[src/ssp_params.svh]
// Constants of the synchronous serial shift port
// Functional notes
// - see: 8-bit shift register, in/out/clock pins
// - see: master makes clock, slave receives it
// - see: interface select routes pins, enables block
// - see: rate bits: 2, 4, 8 cycle period
// - see: busy set starts, clears after eight
// - see: software busy clear stops shifting early
// - see: enabled interrupt after eight bits shifted
// - see: internal clock stops after eight pulses
// - see: pin config bits: drive/float, int/ext
// - see: slave busy clears after eight pulses
// - see: load shift register only when idle (a write while busy also loads it)
// - see: set busy in slave during idle
// - see: port data bit5 sets idle level
// - see: normal: sample rising, change falling
// - see: alternate: sample falling, change rising
// - see: phase select is port pin6 config
// - see: normal when phase select equals polarity
// - see: phase select cleared at reset
`ifndef SSP_PARAMS_SVH
`define SSP_PARAMS_SVH
// ----------------------------------------------------------------
// Register byte offsets
// ----------------------------------------------------------------
`define SSP_OFS_CTRL      4'h0
`define SSP_OFS_PCFG      4'h1
`define SSP_OFS_PDATA     4'h2
`define SSP_OFS_PSW       4'h3
`define SSP_OFS_SHIFT     4'h4
`define SSP_OFS_ISTAT     4'h5
`define SSP_OFS_IMASK     4'h6
// ----------------------------------------------------------------
// Field positions
// ----------------------------------------------------------------
`define SSP_CTRL_SEL      0
`define SSP_CTRL_SL0      1
`define SSP_CTRL_SL1      2
`define SSP_PCFG_SO       4
`define SSP_PCFG_SK       5
`define SSP_PCFG_PHASE    6
`define SSP_PDATA_POL     5
`define SSP_PSW_BUSY      0
`define SSP_IST_DONE      0
// ----------------------------------------------------------------
// Reset values and timing
// ----------------------------------------------------------------
`define SSP_RST_CTRL      3'h0
`define SSP_RST_PCFG      3'h0
`define SSP_RST_BYTE      8'h00
`define SSP_HALF_DIV2     3'h1
`define SSP_HALF_DIV4     3'h2
`define SSP_HALF_DIV8     3'h4
`define SSP_BITS          4'h8
`endif

[src/ssp_pkg.sv]
// Types of the synchronous serial shift port
package ssp_pkg;
   typedef enum logic [1:0] {
      SSP_RATE_2 = 2'b00,
      SSP_RATE_4 = 2'b01,
      SSP_RATE_8 = 2'b10,
      SSP_RATE_8B = 2'b11
   } ssp_rate_t;
   typedef enum logic {
      SSP_ST_IDLE  = 1'b0,
      SSP_ST_SHIFT = 1'b1
   } ssp_state_t;
endpackage

[src/ssp_edge_if.sv]
// Shift clock level and edge strobes between modules
`timescale 1ns/100ps
`default_nettype none
interface ssp_edge_if;
   logic level;
   logic rise;
   logic fall;
   modport src (output level, rise, fall);
   modport dst (input level, rise, fall);
endinterface
`default_nettype wire

[src/ssp_pin_sync.sv]
// Pin synchroniser and shift clock edge finder
`timescale 1ns/100ps
`default_nettype none
module ssp_pin_sync (
   input  wire logic ref_clk_i,
   input  wire logic reset_i,
   input  wire logic sk_pin_i,
   input  wire logic si_pin_i,
   output var  logic si_o,
   ssp_edge_if.src   edge_o
);
   import ssp_pkg::*;
   logic [1:0] sk_meta_reg;
   logic       sk_last_reg;
   logic       si_meta_reg;
   // Two flops per pin, a third stage for edges
   always_ff @(posedge ref_clk_i) begin
      if (reset_i) begin
         sk_meta_reg <= 2'h0;
         sk_last_reg <= 1'h0;
         si_meta_reg <= 1'h0;
         si_o        <= 1'h0;
         edge_o.level <= 1'h0;
         edge_o.rise  <= 1'h0;
         edge_o.fall  <= 1'h0;
      end else begin
         sk_meta_reg <= {sk_meta_reg[0], sk_pin_i};
         sk_last_reg <= sk_meta_reg[1];
         si_meta_reg <= si_pin_i;
         si_o        <= si_meta_reg;
         edge_o.level <= sk_meta_reg[1];
         edge_o.rise  <= sk_meta_reg[1] & ~sk_last_reg;
         edge_o.fall  <= ~sk_meta_reg[1] & sk_last_reg;
      end
   end
endmodule
`default_nettype wire

[src/ssp_clk_gen.sv]
// Master shift clock divider
`timescale 1ns/100ps
`default_nettype none
`include "ssp_params.svh"
module ssp_clk_gen (
   input  wire logic              ref_clk_i,
   input  wire logic              reset_i,
   input  wire logic              run_i,
   input  wire logic              idle_pol_i,
   input  wire ssp_pkg::ssp_rate_t rate_i,
   ssp_edge_if.src                edge_o
);
   import ssp_pkg::*;
   logic [2:0] cnt_reg;
   logic [2:0] cnt_next;
   logic       lvl_next;
   logic       rise_next;
   logic       fall_next;
   // Half period in reference cycles
   function automatic logic [2:0] half_of(input ssp_rate_t r);
      case (r)
         SSP_RATE_2: half_of = `SSP_HALF_DIV2;
         SSP_RATE_4: half_of = `SSP_HALF_DIV4;
         default:    half_of = `SSP_HALF_DIV8;
      endcase
   endfunction
   // Toggle every half period while running
   always_comb begin
      cnt_next  = cnt_reg;
      lvl_next  = edge_o.level;
      rise_next = 1'b0;
      fall_next = 1'b0;
      if (!run_i) begin
         cnt_next = 3'h0;
         lvl_next = idle_pol_i;
      end else if (cnt_reg == half_of(rate_i) - 3'h1) begin
         cnt_next  = 3'h0;
         lvl_next  = ~edge_o.level;
         rise_next = ~edge_o.level;
         fall_next = edge_o.level;
      end else begin
         cnt_next = cnt_reg + 3'h1;
      end
   end
   // Register the divider state
   always_ff @(posedge ref_clk_i) begin
      if (reset_i) begin
         cnt_reg      <= 3'h0;
         edge_o.level <= 1'h0;
         edge_o.rise  <= 1'h0;
         edge_o.fall  <= 1'h0;
      end else begin
         cnt_reg      <= cnt_next;
         edge_o.level <= lvl_next;
         edge_o.rise  <= rise_next;
         edge_o.fall  <= fall_next;
      end
   end
endmodule
`default_nettype wire

[src/ssp_top.sv]
// Synchronous serial shift port with Avalon-MM register access
`timescale 1ns/100ps
`default_nettype none
`include "ssp_params.svh"
module ssp_top (
   input  wire logic        ref_clk_i,
   input  wire logic        reset_i,
   input  wire logic [3:0]  avs_address_i,
   input  wire logic        avs_read_i,
   input  wire logic        avs_write_i,
   input  wire logic [31:0] avs_writedata_i,
   output var  logic [31:0] avs_readdata_o,
   output var  logic        avs_waitrequest_o,
   input  wire logic        si_pin_i,
   input  wire logic        sk_pin_i,
   output var  logic        so_pin_o,
   output var  logic        so_pin_oe_o,
   output var  logic        sk_pin_o,
   output var  logic        sk_pin_oe_o,
   output var  logic        irq_o
);
   import ssp_pkg::*;

   // ----------------------------------------------------------------
   // State
   // ----------------------------------------------------------------
   ssp_state_t  state_reg,  state_next;
   logic [2:0]  ctrl_reg,   ctrl_next;
   logic [2:0]  pcfg_reg,   pcfg_next;
   logic        pol_reg,    pol_next;
   logic [7:0]  shift_reg,  shift_next;
   logic [7:0]  tx_reg,     tx_next;
   logic [3:0]  cnt_reg,    cnt_next;
   logic        ist_reg,    ist_next;
   logic        imask_reg,  imask_next;
   logic        ack_reg,    ack_next;
   logic [31:0] rdata_reg,  rdata_next;
   logic        so_reg,     so_next;
   logic [1:0]  sdly_reg,   sdly_next;
   logic        sk_next;
   logic        irq_next;
   logic        si_sync;
   logic        sel;
   logic        master;
   logic        normal;
   logic        busy;
   logic        s_edge;
   logic        o_edge;
   logic        t_edge;
   logic        done;
   logic        wr;
   logic        rd;
   logic        ev_rise;
   logic        ev_fall;
   ssp_edge_if  ext_edge ();
   ssp_edge_if  int_edge ();

   // ----------------------------------------------------------------
   // Clock sources
   // ----------------------------------------------------------------
   ssp_pin_sync u_sync (
      .ref_clk_i (ref_clk_i),
      .reset_i   (reset_i),
      .sk_pin_i  (sk_pin_i),
      .si_pin_i  (si_pin_i),
      .si_o      (si_sync),
      .edge_o    (ext_edge.src)
   );

   ssp_clk_gen u_gen (
      .ref_clk_i  (ref_clk_i),
      .reset_i    (reset_i),
      .run_i      (busy & master & sel),
      .idle_pol_i (pol_reg),
      .rate_i     (ssp_rate_t'({ctrl_reg[`SSP_CTRL_SL1], ctrl_reg[`SSP_CTRL_SL0]})),
      .edge_o     (int_edge.src)
   );

   // ----------------------------------------------------------------
   // Decode of mode and edges
   // ----------------------------------------------------------------
   // Select source, phase and the three edge roles
   always_comb begin
      sel     = ctrl_reg[`SSP_CTRL_SEL];
      master  = pcfg_reg[`SSP_PCFG_SK - 4];
      normal  = (pcfg_reg[`SSP_PCFG_PHASE - 4] == pol_reg);
      busy    = (state_reg == SSP_ST_SHIFT);
      ev_rise = master ? int_edge.rise : ext_edge.rise;
      ev_fall = master ? int_edge.fall : ext_edge.fall;
      s_edge  = busy & sel & (normal ? ev_rise : ev_fall);
      o_edge  = busy & sel & (normal ? ev_fall : ev_rise);
      t_edge  = busy & sel & (pol_reg ? ev_rise : ev_fall);
      done    = t_edge & (cnt_reg == `SSP_BITS - 4'h1);
      wr      = ack_reg & avs_write_i;
      rd      = avs_read_i | avs_write_i;
   end

   // ----------------------------------------------------------------
   // Registers, shifter and bus answer
   // ----------------------------------------------------------------
   // Next values of all control and data state
   always_comb begin
      state_next = state_reg;
      ctrl_next  = ctrl_reg;
      pcfg_next  = pcfg_reg;
      pol_next   = pol_reg;
      shift_next = shift_reg;
      tx_next    = tx_reg;
      cnt_next   = cnt_reg;
      ist_next   = ist_reg;
      imask_next = imask_reg;
      ack_next   = 1'b0;
      rdata_next = rdata_reg;
      so_next    = so_reg;
      // Request seen: answer one cycle later
      if (rd && !ack_reg) begin
         ack_next   = 1'b1;
         rdata_next = 32'h0000_0000;
         case (avs_address_i)
            `SSP_OFS_CTRL:  rdata_next = {29'h0, ctrl_reg};
            `SSP_OFS_PCFG:  rdata_next = {25'h0, pcfg_reg, 4'h0};
            `SSP_OFS_PDATA: rdata_next = {26'h0, pol_reg, 5'h0};
            `SSP_OFS_PSW:   rdata_next = {31'h0, busy};
            `SSP_OFS_SHIFT: rdata_next = {24'h0, shift_reg};
            `SSP_OFS_ISTAT: rdata_next = {31'h0, ist_reg};
            `SSP_OFS_IMASK: rdata_next = {31'h0, imask_reg};
            default:        rdata_next = 32'h0000_0000;
         endcase
      end
      // Shift engine, MSB out first, LSB in
      // Master capture waits out pin and synchroniser delay
      sdly_next = {sdly_reg[0], s_edge & master};
      if (master ? sdly_reg[1] : s_edge) begin
         shift_next = {shift_reg[6:0], si_sync};
      end
      if (o_edge) begin
         so_next = tx_reg[7];
         tx_next = {tx_reg[6:0], 1'b0};
      end
      if (t_edge) begin
         cnt_next = cnt_reg + 4'h1;
      end
      if (done) begin
         state_next = SSP_ST_IDLE;
      end
      // Software writes on the answering edge
      if (wr) begin
         case (avs_address_i)
            `SSP_OFS_CTRL:  ctrl_next = avs_writedata_i[2:0];
            `SSP_OFS_PCFG:  pcfg_next = avs_writedata_i[6:4];
            `SSP_OFS_PDATA: pol_next  = avs_writedata_i[`SSP_PDATA_POL];
            `SSP_OFS_PSW: begin
               if (avs_writedata_i[`SSP_PSW_BUSY] && !busy) begin
                  state_next = SSP_ST_SHIFT;
                  cnt_next   = 4'h0;
               end else if (!avs_writedata_i[`SSP_PSW_BUSY]) begin
                  state_next = SSP_ST_IDLE;
               end
            end
            `SSP_OFS_SHIFT: shift_next = avs_writedata_i[7:0];
            `SSP_OFS_ISTAT: begin
               if (avs_writedata_i[`SSP_IST_DONE]) begin
                  ist_next = 1'b0;
               end
            end
            `SSP_OFS_IMASK: imask_next = avs_writedata_i[0];
            default: ;
         endcase
      end
      // Completion event wins over a clear
      if (done) begin
         ist_next = 1'b1;
      end
      // While idle the output shows the MSB, skipped if first edge samples
      if (!busy) begin
         so_next = shift_next[7];
         tx_next = (normal != pol_reg) ? {shift_next[6:0], 1'b0} : shift_next;
      end
   end

   // Pin drivers and interrupt line
   always_comb begin
      sk_next  = (busy && master) ? int_edge.level : pol_reg;
      irq_next = ist_reg & imask_reg;
   end

   // Register every state group and output
   always_ff @(posedge ref_clk_i) begin
      if (reset_i) begin
         state_reg         <= SSP_ST_IDLE;
         ctrl_reg          <= `SSP_RST_CTRL;
         pcfg_reg          <= `SSP_RST_PCFG;
         pol_reg           <= 1'b0;
         shift_reg         <= `SSP_RST_BYTE;
         tx_reg            <= `SSP_RST_BYTE;
         cnt_reg           <= 4'h0;
         sdly_reg          <= 2'h0;
         ist_reg           <= 1'b0;
         imask_reg         <= 1'b0;
         ack_reg           <= 1'b0;
         rdata_reg         <= 32'h0000_0000;
         so_reg            <= 1'b0;
         avs_readdata_o    <= 32'h0000_0000;
         avs_waitrequest_o <= 1'b1;
         so_pin_o          <= 1'b0;
         so_pin_oe_o       <= 1'b0;
         sk_pin_o          <= 1'b0;
         sk_pin_oe_o       <= 1'b0;
         irq_o             <= 1'b0;
      end else begin
         state_reg         <= state_next;
         ctrl_reg          <= ctrl_next;
         pcfg_reg          <= pcfg_next;
         pol_reg           <= pol_next;
         shift_reg         <= shift_next;
         tx_reg            <= tx_next;
         cnt_reg           <= cnt_next;
         sdly_reg          <= sdly_next;
         ist_reg           <= ist_next;
         imask_reg         <= imask_next;
         ack_reg           <= ack_next;
         rdata_reg         <= rdata_next;
         so_reg            <= so_next;
         avs_readdata_o    <= rdata_next;
         avs_waitrequest_o <= ~ack_next;
         so_pin_o          <= so_next;
         so_pin_oe_o       <= ctrl_next[`SSP_CTRL_SEL] & pcfg_next[0];
         sk_pin_o          <= sk_next;
         sk_pin_oe_o       <= ctrl_next[`SSP_CTRL_SEL] & pcfg_next[1];
         irq_o             <= irq_next;
      end
   end
endmodule
`default_nettype wire

[config.mk]
export PLATFORM = sky130hd
export DESIGN_NAME = ssp_top
export DESIGN_NICKNAME = d
export VERILOG_FILES = /design/src/ssp_pkg.sv /design/src/ssp_edge_if.sv /design/src/ssp_pin_sync.sv /design/src/ssp_clk_gen.sv /design/src/ssp_top.sv
export VERILOG_INCLUDE_DIRS = /design/src
export SDC_FILE = /design/constraint.sdc
export NUM_CORES = 1
export LEC_CHECK = 0
export ABC_CLOCK_PERIOD_IN_PS = 4900
export BUFFER_PORTS_ARGS = -buffer_cell sky130_fd_sc_hd__buf_2
export CORE_MARGIN = 3
export CORE_UTILIZATION = 40
export DETAILED_ROUTE_END_ITERATION = 10
export SLEW_MARGIN = 5
export SYNTH_ARGS = -nofsm -noshare
export SYNTH_HDL_FRONTEND = slang
export SYNTH_SLANG_ARGS = --single-unit
[constraint.sdc]
create_clock -name ref_clk_i -period 4.9 [get_ports ref_clk_i]
set_input_delay 0.49 -clock ref_clk_i [delete_from_list [all_inputs] [get_ports ref_clk_i]]
set_output_delay 0.49 -clock ref_clk_i [all_outputs]
set_load 0.02 [all_outputs]
==> impl_metrics.env, run 1 <==
export IMPL_setup_viol=0
export IMPL_die_h_um=92.7
export IMPL_fillers=701
export IMPL_end_kind="flop"
export IMPL_fin_crit_ps=2840
export IMPL_clockRootBuffer="clkbuf_8"
export IMPL_clkPwrFrac_pct=42.7
export IMPL_timing_rr_start="pcfg_reg[1]"
export IMPL_finalCritPeriodShare_pct=57.9
export IMPL_hold_path_endpoint="u_sync.si_meta_reg"
export IMPL_internal_power_w=0.000735
export IMPL_yosysTopAreaCell="dfxtp_1"
export IMPL_cts_resized=0
export IMPL_seq_area_frac_synth_pct=39.9
export IMPL_synth_warnings=0
export IMPL_max_cap_violations=0
export IMPL_wl_per_cell_um=14.6
export IMPL_row_count=30
export IMPL_num_vias=2360
export IMPL_setup_tns_final_ps=0
export IMPL_synth_seq_cells=60
export IMPL_drt_iter0_drc=92
export IMPL_synth_main_ff_cell="dfxtp_1"
export IMPL_design_area_sq_mm=0.00328
export IMPL_die_area_sq_mm=0.00860
export IMPL_grt_max_degree=47
export IMPL_hold_viol=0
export IMPL_synthArstFlopShare_pct=0
export IMPL_clock_skew_ps=10.5
export IMPL_relSlewSlack_pct=39.8
export IMPL_vdd_drop_max_v=0.000176
export IMPL_synth_enable_flop_cells=0
export IMPL_max_freq_mhz=353
export IMPL_final_cell_mix="dfxtp_1, buf_2, nor2_1"
export IMPL_tightest_slew_ps=886
export IMPL_reg2reg_depth=4
export IMPL_synth_area_sq_mm=0.00301
export IMPL_die_width_um=92.7
export IMPL_ant_nets=0
export IMPL_drv_slew=0
export IMPL_drc=0
export IMPL_clk_latency_ps=340
export IMPL_grt_overflow_total=0
export IMPL_placed_cell_area_sq_mm=0.00310
export IMPL_cts_path_max_buffers=2
export IMPL_hold_class="in -> reg"
export IMPL_synth_compound_area_share_pct=17.7
export IMPL_cts_sinks=60
export IMPL_p_sw_w=0.000236
export IMPL_synth_xor_area_share_pct=3.16
export IMPL_final_common_cell="dfxtp_1"
export IMPL_comb_power_share_pct=6.4
export IMPL_synth_simple_area_share_pct=18.8
export IMPL_grt_antenna_before_repair=0
export IMPL_firstDrtPassIters=4
export IMPL_numCtsBuffers=9
export IMPL_r2r_setup_slack_ps=2060
export IMPL_ys_types=50
export IMPL_powerDensity_mw_per_mm2=296
export IMPL_crit_fanout=17
export IMPL_grt_pass1_wl_um=10700
export IMPL_port_buffers=31
export IMPL_h_tree_depth=3
export IMPL_cts_tree="yes"
export IMPL_cts_hold_buf=0
export IMPL_syn_mean_instance_area_sq_um=9.23
export IMPL_area_delta_synth_final_pct=9.11
export IMPL_hold_path_depth=2
export IMPL_switching_share_pct=24.3
export IMPL_synthAdderAreaFrac_pct=1.66
export IMPL_status="completed"
export IMPL_synth_area_leaders="dfxtp_1, buf_4, mux2_2"
export IMPL_cp_required_ps=5140
export IMPL_core_area_sq_mm=0.00706
export IMPL_muxShareOfSynthArea_pct=8.65
export IMPL_arrival_ps=3070
export IMPL_rsz0062_at_grt="no"
export IMPL_post_cts_buffers=0
export IMPL_final_nets=394
export IMPL_yosysTopAreaCellShare_pct=39.9
export IMPL_netlist_instances=326
export IMPL_p_leak_nw=1.42
export IMPL_ios=80
export IMPL_gp_congestion=0.773
export IMPL_synth_top_family_by_area="simple AND/OR/NAND/NOR gates"
export IMPL_drive_above_1_share_pct=20.7
export IMPL_start_util_pct=42.6
export IMPL_seqPwrFrac_pct=50.9
export IMPL_routed_wl_um=6550
export IMPL_dpl_hpwl_um=4580
export IMPL_holdCritStartpoint="si_pin_i"
export IMPL_grt_pass1_vias=2177
export IMPL_r2r_end="tx_reg[7]"
export IMPL_grt_total_usage_pct=15.8
export IMPL_critical_path_class="reg -> reg"
export IMPL_path_clk_slew_ps=70
export IMPL_via_per_inst=5.26
export IMPL_n_antenna_cell=0
export IMPL_critPathLaunchType="flop"
## power groups by stage
stage               Combinational [W]  Sequential (W)  Clock [W]
floorplan                   0.0000612        0.000506          0
global placement            0.0000617        0.000505          0
detailed placement          0.0000618        0.000505          0
CTS                         0.0000620        0.000494   0.000425
global route                0.0000685        0.000495   0.000450
finish                      0.0000622        0.000494   0.000414
## layer usage
metal / GRT usage, % / vias to the layer above / share of wire [%]
met5: 0 / - / 0
met3: 4.55 / 8 / 5.9
met1: 21.6 / 1110 / 48
met4: 5.74 / 0 / 1.5
li1: - / 1178 / -
met2: 23.7 / 64 / 45
## synthesized netlist by cell type, drive strengths merged (4+ instances only)
cell type / n
and4b: 4
nor3: 8
dfxtp: 60
nand2: 14
nor2: 31
nor2b: 12
clkbuf: 10
xnor2: 7
a21oi: 14
inv: 7
buf: 34
mux2i: 11
a31o: 8
nand3: 22
o311ai: 7
nand2b: 4
o21ai: 8
ha: 4
and3: 5
mux2: 11
a2bb2oi: 8
a221oi: 7
a22o: 4
## critical path, stage by stage (launching register included)
cell and delay [ps]:
dfxtp_1 740, mux2_2 440, mux2i_2 710, o311ai_0 450, a221oi_1 380
## worst max path at each step
stage	to	cells past startpoint	startpoint
after global placement	tx_reg[7]	4	pcfg_reg[1]
after CTS	tx_reg[7]	4	pcfg_reg[1]
final	tx_reg[7]	4	pcfg_reg[1]
after floorplan	tx_reg[2]	7	avs_address_i[0]
after detailed placement	tx_reg[7]	4	pcfg_reg[1]
after global routing	tx_reg[6]	4	pcfg_reg[1]
## per-stage QoR
stage	hold slack [ps]	util [%]	worst slack, ps	instances	power (W)
2_1_floorplan	383	-	3070	349	0.000567
3_3_place_gp	389	44.0	2080	433	0.000567
3_5_place_dp	399	44.0	2100	433	0.000567
4_1_cts	347	46.5	2080	449	0.000981
5_1_grt	362	46.5	1840	449	0.00101
6_report	359	46.5	2060	449	0.000971
## logic make-up after synthesis
kind of cell | count (synthesis)
multiplexers | 23
AO/OA/AOI/OAI | 68
AND/OR/NAND/NOR | 109
adder cells (fa/ha/maj) | 4
XOR/XNOR | 10
other | 1
buffers and inverters | 51
flip-flops | 60
## layout make-up
type | instances | area [sq um] | area share (%)
Multi-Input combinational cell | 238 | 1590 | 48.5
Sequential cell | 60 | 1200 | 36.6
Clock buffer | 15 | 176 | 5.37
Timing Repair Buffer | 32 | 163 | 4.95
Tap cell | 96 | 120 | 3.66
Inverter | 7 | 26.3 | 0.800
Clock inverter | 1 | 5.00 | 0.152
Power figures use the tool's default switching activity.
==> inputs of run 2 (changes only) <==
Settings changed: ABC_CLOCK_PERIOD_IN_PS 4900 to 2600, PLACE_DENSITY set to 0.66.
Clock period 4.9 ns to 2.6 ns, I/O delays scaled along.
==> impl_metrics.env, run 2 (synthesis results as in run 1) <==
export IMPL_end_kind="flop"
export IMPL_cp_required_ps=2790
export IMPL_n_antenna_cell=0
export IMPL_rsz0062_at_grt="no"
export IMPL_via_per_inst=5.20
export IMPL_reg2reg_depth=5
export IMPL_wl_per_cell_um=14.2
export IMPL_cts_path_max_buffers=2
export IMPL_cp_slowest_cell="o311ai_1"
export IMPL_fin_crit_ps=2050
export IMPL_grt_overflow_total=0
export IMPL_crit_family="simple AND/OR/NAND/NOR gates"
export IMPL_grt_pass1_wl_um=10800
export IMPL_crit_fanout=18
export IMPL_routed_wl_um=6520
export IMPL_drc=0
export IMPL_final_common_cell="dfxtp_1"
export IMPL_gp_congestion=0.824
export IMPL_clk_latency_ps=350
export IMPL_firstDrtPassIters=5
export IMPL_max_freq_mhz=488
export IMPL_grt_max_degree=24
export IMPL_arrival_ps=2240
export IMPL_cts_resized=0
export IMPL_worstSetupPathDepth=5
export IMPL_critPathBufInv=0
export IMPL_die_width_um=92.7
export IMPL_ant_nets=0
export IMPL_regArea_sq_mm=0.00120
export IMPL_grt_antenna_before_repair=0
export IMPL_vdd_drop_max_v=0.000544
export IMPL_cts_hold_buf=0
export IMPL_row_count=30
export IMPL_status="completed"
export IMPL_cts_tree="yes"
export IMPL_cts_sinks=60
export IMPL_die_h_um=92.7
export IMPL_start_util_pct=42.6
export IMPL_h_tree_depth=3
export IMPL_dpl_hpwl_um=4790
export IMPL_setup_viol=0
export IMPL_finalCritPeriodShare_pct=78.8
export IMPL_multi_input_area_sq_mm=0.00159
export IMPL_max_cap_violations=0
export IMPL_powerDensity_mw_per_mm2=587
export IMPL_grt_pass1_vias=2194
export IMPL_final_cell_mix="dfxtp_1, buf_2, nor2_1"
export IMPL_ios=80
export IMPL_drt_iter0_drc=89
export IMPL_num_vias=2383
export IMPL_critPathMaxStageDelay_ps=550
export IMPL_drv_slew=0
export IMPL_fillers=701
export IMPL_clockRootBuffer="clkbuf_8"
export IMPL_p_leak_nw=1.48
export IMPL_numCtsBuffers=9
export IMPL_hold_viol=0
export IMPL_drive_above_1_share_pct=23.5
export IMPL_grt_total_usage_pct=15.9
export IMPL_p_total_w=0.00199
export IMPL_tightest_slew_ps=731
export IMPL_die_area_sq_mm=0.00860
export IMPL_post_cts_buffers=0
export IMPL_setup_tns_final_ps=0
export IMPL_path_clk_slew_ps=70
export IMPL_crit_chain="and4b_1 -> nand2_2 -> nand2b_1 -> o311ai_1 -> a221oi_1"
export IMPL_relSlewSlack_pct=50.9
export IMPL_final_nets=403
export IMPL_clock_skew_ps=11.3
export IMPL_area_delta_synth_final_pct=12.8
export IMPL_port_buffers=31
export IMPL_critPathLaunchType="flop"
export IMPL_critical_path_class="reg -> reg"
export IMPL_hold_class="in -> reg"
export IMPL_core_area_sq_mm=0.00706
export IMPL_hold_path_depth=2
run 2: cell type report:
cell class	instances	share of cell area [%]
multi-input cells	238	46.9
flip-flops and latches	60	35.4
repair buffers	41	6.78
clock buffers	9	3.65
well taps	96	3.54
clock inverters	7	2.99
inverters	7	0.774
run 2: worst paths after layout:
check / to / start / slack (ps)
max: tx_reg[4] / ack_reg / 550
min: u_sync.sk_meta_reg[0] / sk_pin_i / 120
max reg2reg: tx_reg[4] / ack_reg / 550
min reg2reg: u_sync.edge_o.rise / u_sync.sk_last_reg / 400
run 2: metal layers:
layer	up-vias	track usage, %	wire length, um	share of wire (%)
met2	71	23.9	2860	44
met3	4	5.52	477	7.3
met5	-	0	0	0
met1	1115	22.1	3150	48
li1	1193	-	-	-
met4	0	3.30	31	0.48
run 2: per-stage QoR:
| stage | util [%] | area [sq um] | setup WS, ps | std cells | hold WS (ps) |
|---|---|---|---|---|---|
| after floorplan | - | 3100 | 828 | 349 | 383 |
| after global placement | 44.9 | 3170 | 477 | 442 | 389 |
| after detailed placement | 44.9 | 3170 | 449 | 442 | 394 |
| after CTS | 48.1 | 3390 | 559 | 458 | 112 |
| after global routing | 48.1 | 3390 | 385 | 458 | 120 |
| final | 48.1 | 3390 | 552 | 458 | 122 |
run 2: power by group:
| group | internal (W) | total [W] | switching [W] |
|---|---|---|---|
| clock network | 0.000543 | 0.000939 | 0.000396 |
| registers | 0.000927 | 0.000931 | 0.00000382 |
| logic | 0.0000358 | 0.000121 | 0.0000856 |
run 2: worst reg2reg max path, cell delays in order (launching register included):
cell      delay [ps]
dfxtp_1          320
and4b_1          250
nand2_2          310
nand2b_1         290
o311ai_1         550
a221oi_1         170
==> inputs of run 3 (changes only) <==
Settings changed: ABC_AREA set to 1, ABC_CLOCK_PERIOD_IN_PS 2600 to 1650.
Clock period 2.6 ns to 1.65 ns, I/O delays scaled along.
==> impl_metrics.env, run 3 <==
export IMPL_num_vias=2638
export IMPL_yosysTopAreaCellShare_pct=40.5
export IMPL_setup_tns_final_ps=0
export IMPL_core_area_sq_mm=0.00698
export IMPL_numCtsBuffers=9
export IMPL_max_freq_mhz=651
export IMPL_holdCritStartpoint="si_pin_i"
export IMPL_die_area_sq_mm=0.00849
export IMPL_finalCritPeriodShare_pct=93.0
export IMPL_clk_latency_ps=340
export IMPL_seqPwrFrac_pct=50.7
export IMPL_h_tree_depth=3
export IMPL_fin_util_pct=49.6
export IMPL_yosysTopAreaCell="dfxtp_1"
export IMPL_path_clk_slew_ps=60
export IMPL_hold_class="in -> reg"
export IMPL_n_antenna_cell=0
export IMPL_crit_fanout=8
export IMPL_syn_mean_instance_area_sq_um=7.31
export IMPL_r2r_setup_slack_ps=110
export IMPL_cts_tree="yes"
export IMPL_fillers=697
export IMPL_setup_viol=0
export IMPL_port_buffers=31
export IMPL_synth_common_cells="nand2_1, dfxtp_1, inv_1"
export IMPL_gp_congestion=0.819
export IMPL_switching_share_pct=24.5
export IMPL_critPathLaunchType="flop"
export IMPL_ant_nets=0
export IMPL_final_nets=502
export IMPL_reg2reg_depth=12
export IMPL_seq_area_frac_synth_pct=40.5
export IMPL_start_util_pct=42.5
export IMPL_tightest_slew_ps=537
export IMPL_grt_pass1_wl_um=10800
export IMPL_ys_types=37
export IMPL_synth_main_ff_cell="dfxtp_1"
export IMPL_area_delta_synth_final_pct=16.8
export IMPL_row_count=30
export IMPL_cts_sinks=60
export IMPL_synth_seq_cells=60
export IMPL_timing_rr_start="pcfg_reg[2]"
export IMPL_grt_overflow_total=0
export IMPL_design_area_sq_mm=0.00347
export IMPL_max_cap_violations=0
export IMPL_arrival_ps=1770
export IMPL_clockRootBuffer="clkbuf_8"
export IMPL_die_width_um=92.1
export IMPL_via_per_inst=4.74
export IMPL_netlist_instances=406
export IMPL_clkPwrFrac_pct=42.0
export IMPL_die_h_um=92.1
export IMPL_drv_slew=0
export IMPL_wl_per_cell_um=12.1
export IMPL_grt_pass1_vias=2343
export IMPL_critical_path_class="reg -> reg"
export IMPL_grt_max_degree=23
export IMPL_synth_warnings=0
export IMPL_cp_startpoint="pcfg_reg[2]"
export IMPL_fin_crit_ps=1540
export IMPL_synth_enable_flop_cells=0
export IMPL_drc=0
export IMPL_drt_iter0_drc=162
export IMPL_drive_above_1_share_pct=22.8
export IMPL_p_sw_w=0.000712
export IMPL_final_cell_mix="nand2_1, dfxtp_1, inv_1"
export IMPL_placed_cell_area_sq_mm=0.00322
export IMPL_cp_required_ps=1890
export IMPL_synth_area_sq_mm=0.00297
export IMPL_end_kind="flop"
export IMPL_hold_viol=0
export IMPL_synthArstFlopShare_pct=0
export IMPL_ios=80
export IMPL_firstDrtPassIters=5
export IMPL_final_common_cell="nand2_1"
export IMPL_dp_slack_ps=23.2
export IMPL_yosysMostFrequentCell="nand2_1"
export IMPL_relSlewSlack_pct=64.0
export IMPL_powerDensity_mw_per_mm2=837
export IMPL_cts_path_max_buffers=2
export IMPL_grt_antenna_before_repair=0
export IMPL_clock_skew_ps=5.79
export IMPL_comb_power_share_pct=7.3
export IMPL_routed_wl_um=6730
export IMPL_hold_path_endpoint="u_sync.si_meta_reg"
export IMPL_worst_slack_ps=115
export IMPL_grt_total_usage_pct=16.1
export IMPL_r2r_end="tx_reg[7]"
export IMPL_dpl_hpwl_um=4990
export IMPL_status="completed"
export IMPL_internal_power_w=0.00219
export IMPL_p_leak_nw=1.64
export IMPL_synth_area_leaders="dfxtp_1, nand2_1, nand3_1"
export IMPL_vdd_drop_max_v=0.000457
export IMPL_hold_path_depth=3
-- run 3: logic make-up after synthesis --
kind of cell | after synthesis | share of synthesized area, %
flip-flops | 60 | 40.5
other | 1 | 0.126
adder cells (fa/ha/maj) | 4 | 1.69
XOR/XNOR | 5 | 1.48
AO/OA/AOI/OAI | 49 | 9.32
multiplexers | 1 | 0.337
AND/OR/NAND/NOR | 203 | 32.8
buffers and inverters | 83 | 13.8
-- run 3: worst max-delay path by stage --
stage	end	slack, ps	cells after the start
CTS	u_gen.edge_o.level	40	7
finish	tx_reg[7]	110	12
global route	tx_reg[4]	-3	12
detailed placement	u_gen.edge_o.level	20	7
global placement	u_gen.edge_o.level	90	7
floorplan	u_gen.edge_o.level	210	8
-- run 3: per-layer routing --
metal	part of all wire (%)	GRT usage (%)	wire, um	up-vias
li1	-	-	-	1359
met2	44	24.5	3000	81
met3	7.1	7.05	481	11
met1	47	20.7	3150	1187
met4	1.5	4.58	104	0
met5	0	0	0	-
-- run 3: what timing repair did --
item / CTS / global route
setup endpoints to repair: 1 / 18
hold buffers: 0 / 0
buffers inserted: 0 / 1
gates cloned: 0 / 1
gates resized for setup: 1 / 17
pin swaps: 1 / 8
-- run 3: per-stage QoR --
step	hold slack (ps)	instances	total power [W]
2_1_floorplan	272	429	0.00169
3_3_place_gp	370	539	0.00171
3_5_place_dp	377	539	0.00171
4_1_cts	17.7	555	0.00293
5_1_grt	11.5	557	0.00303
6_report	32.4	557	0.00290
-- run 3: layout make-up --
class                      count  area, sq um  area share [%]
multi-input combinational    287         1490            43.1
sequential                    60         1210            35.0
clock buffer                  15          176            5.09
tap                           96          120            3.47
clock inverter                 1         5.00           0.144
inverter                      53          199            5.74
timing repair buffer          45          260            7.51
-- run 3: critical path, cell delays in order, from the launching register on --
cell,delay [ps]
dfxtp_2,340
inv_1,110
nand2_1,60
nand2_1,100
nand2_2,110
nand3_4,140
nand2_4,100
nand2_1,80
nand3_1,100
nand3_1,130
nand3_1,80
nand2_1,60
inv_1,30
-- run 3: power by group through the flow --
stage	registers, W	clock network (W)	logic, W
after CTS	0.00147	0.00125	0.000206
after detailed placement	0.00151	0	0.000205
after global routing	0.00147	0.00132	0.000238
after global placement	0.00150	0	0.000204
final	0.00147	0.00122	0.000213
after floorplan	0.00151	0	0.000183
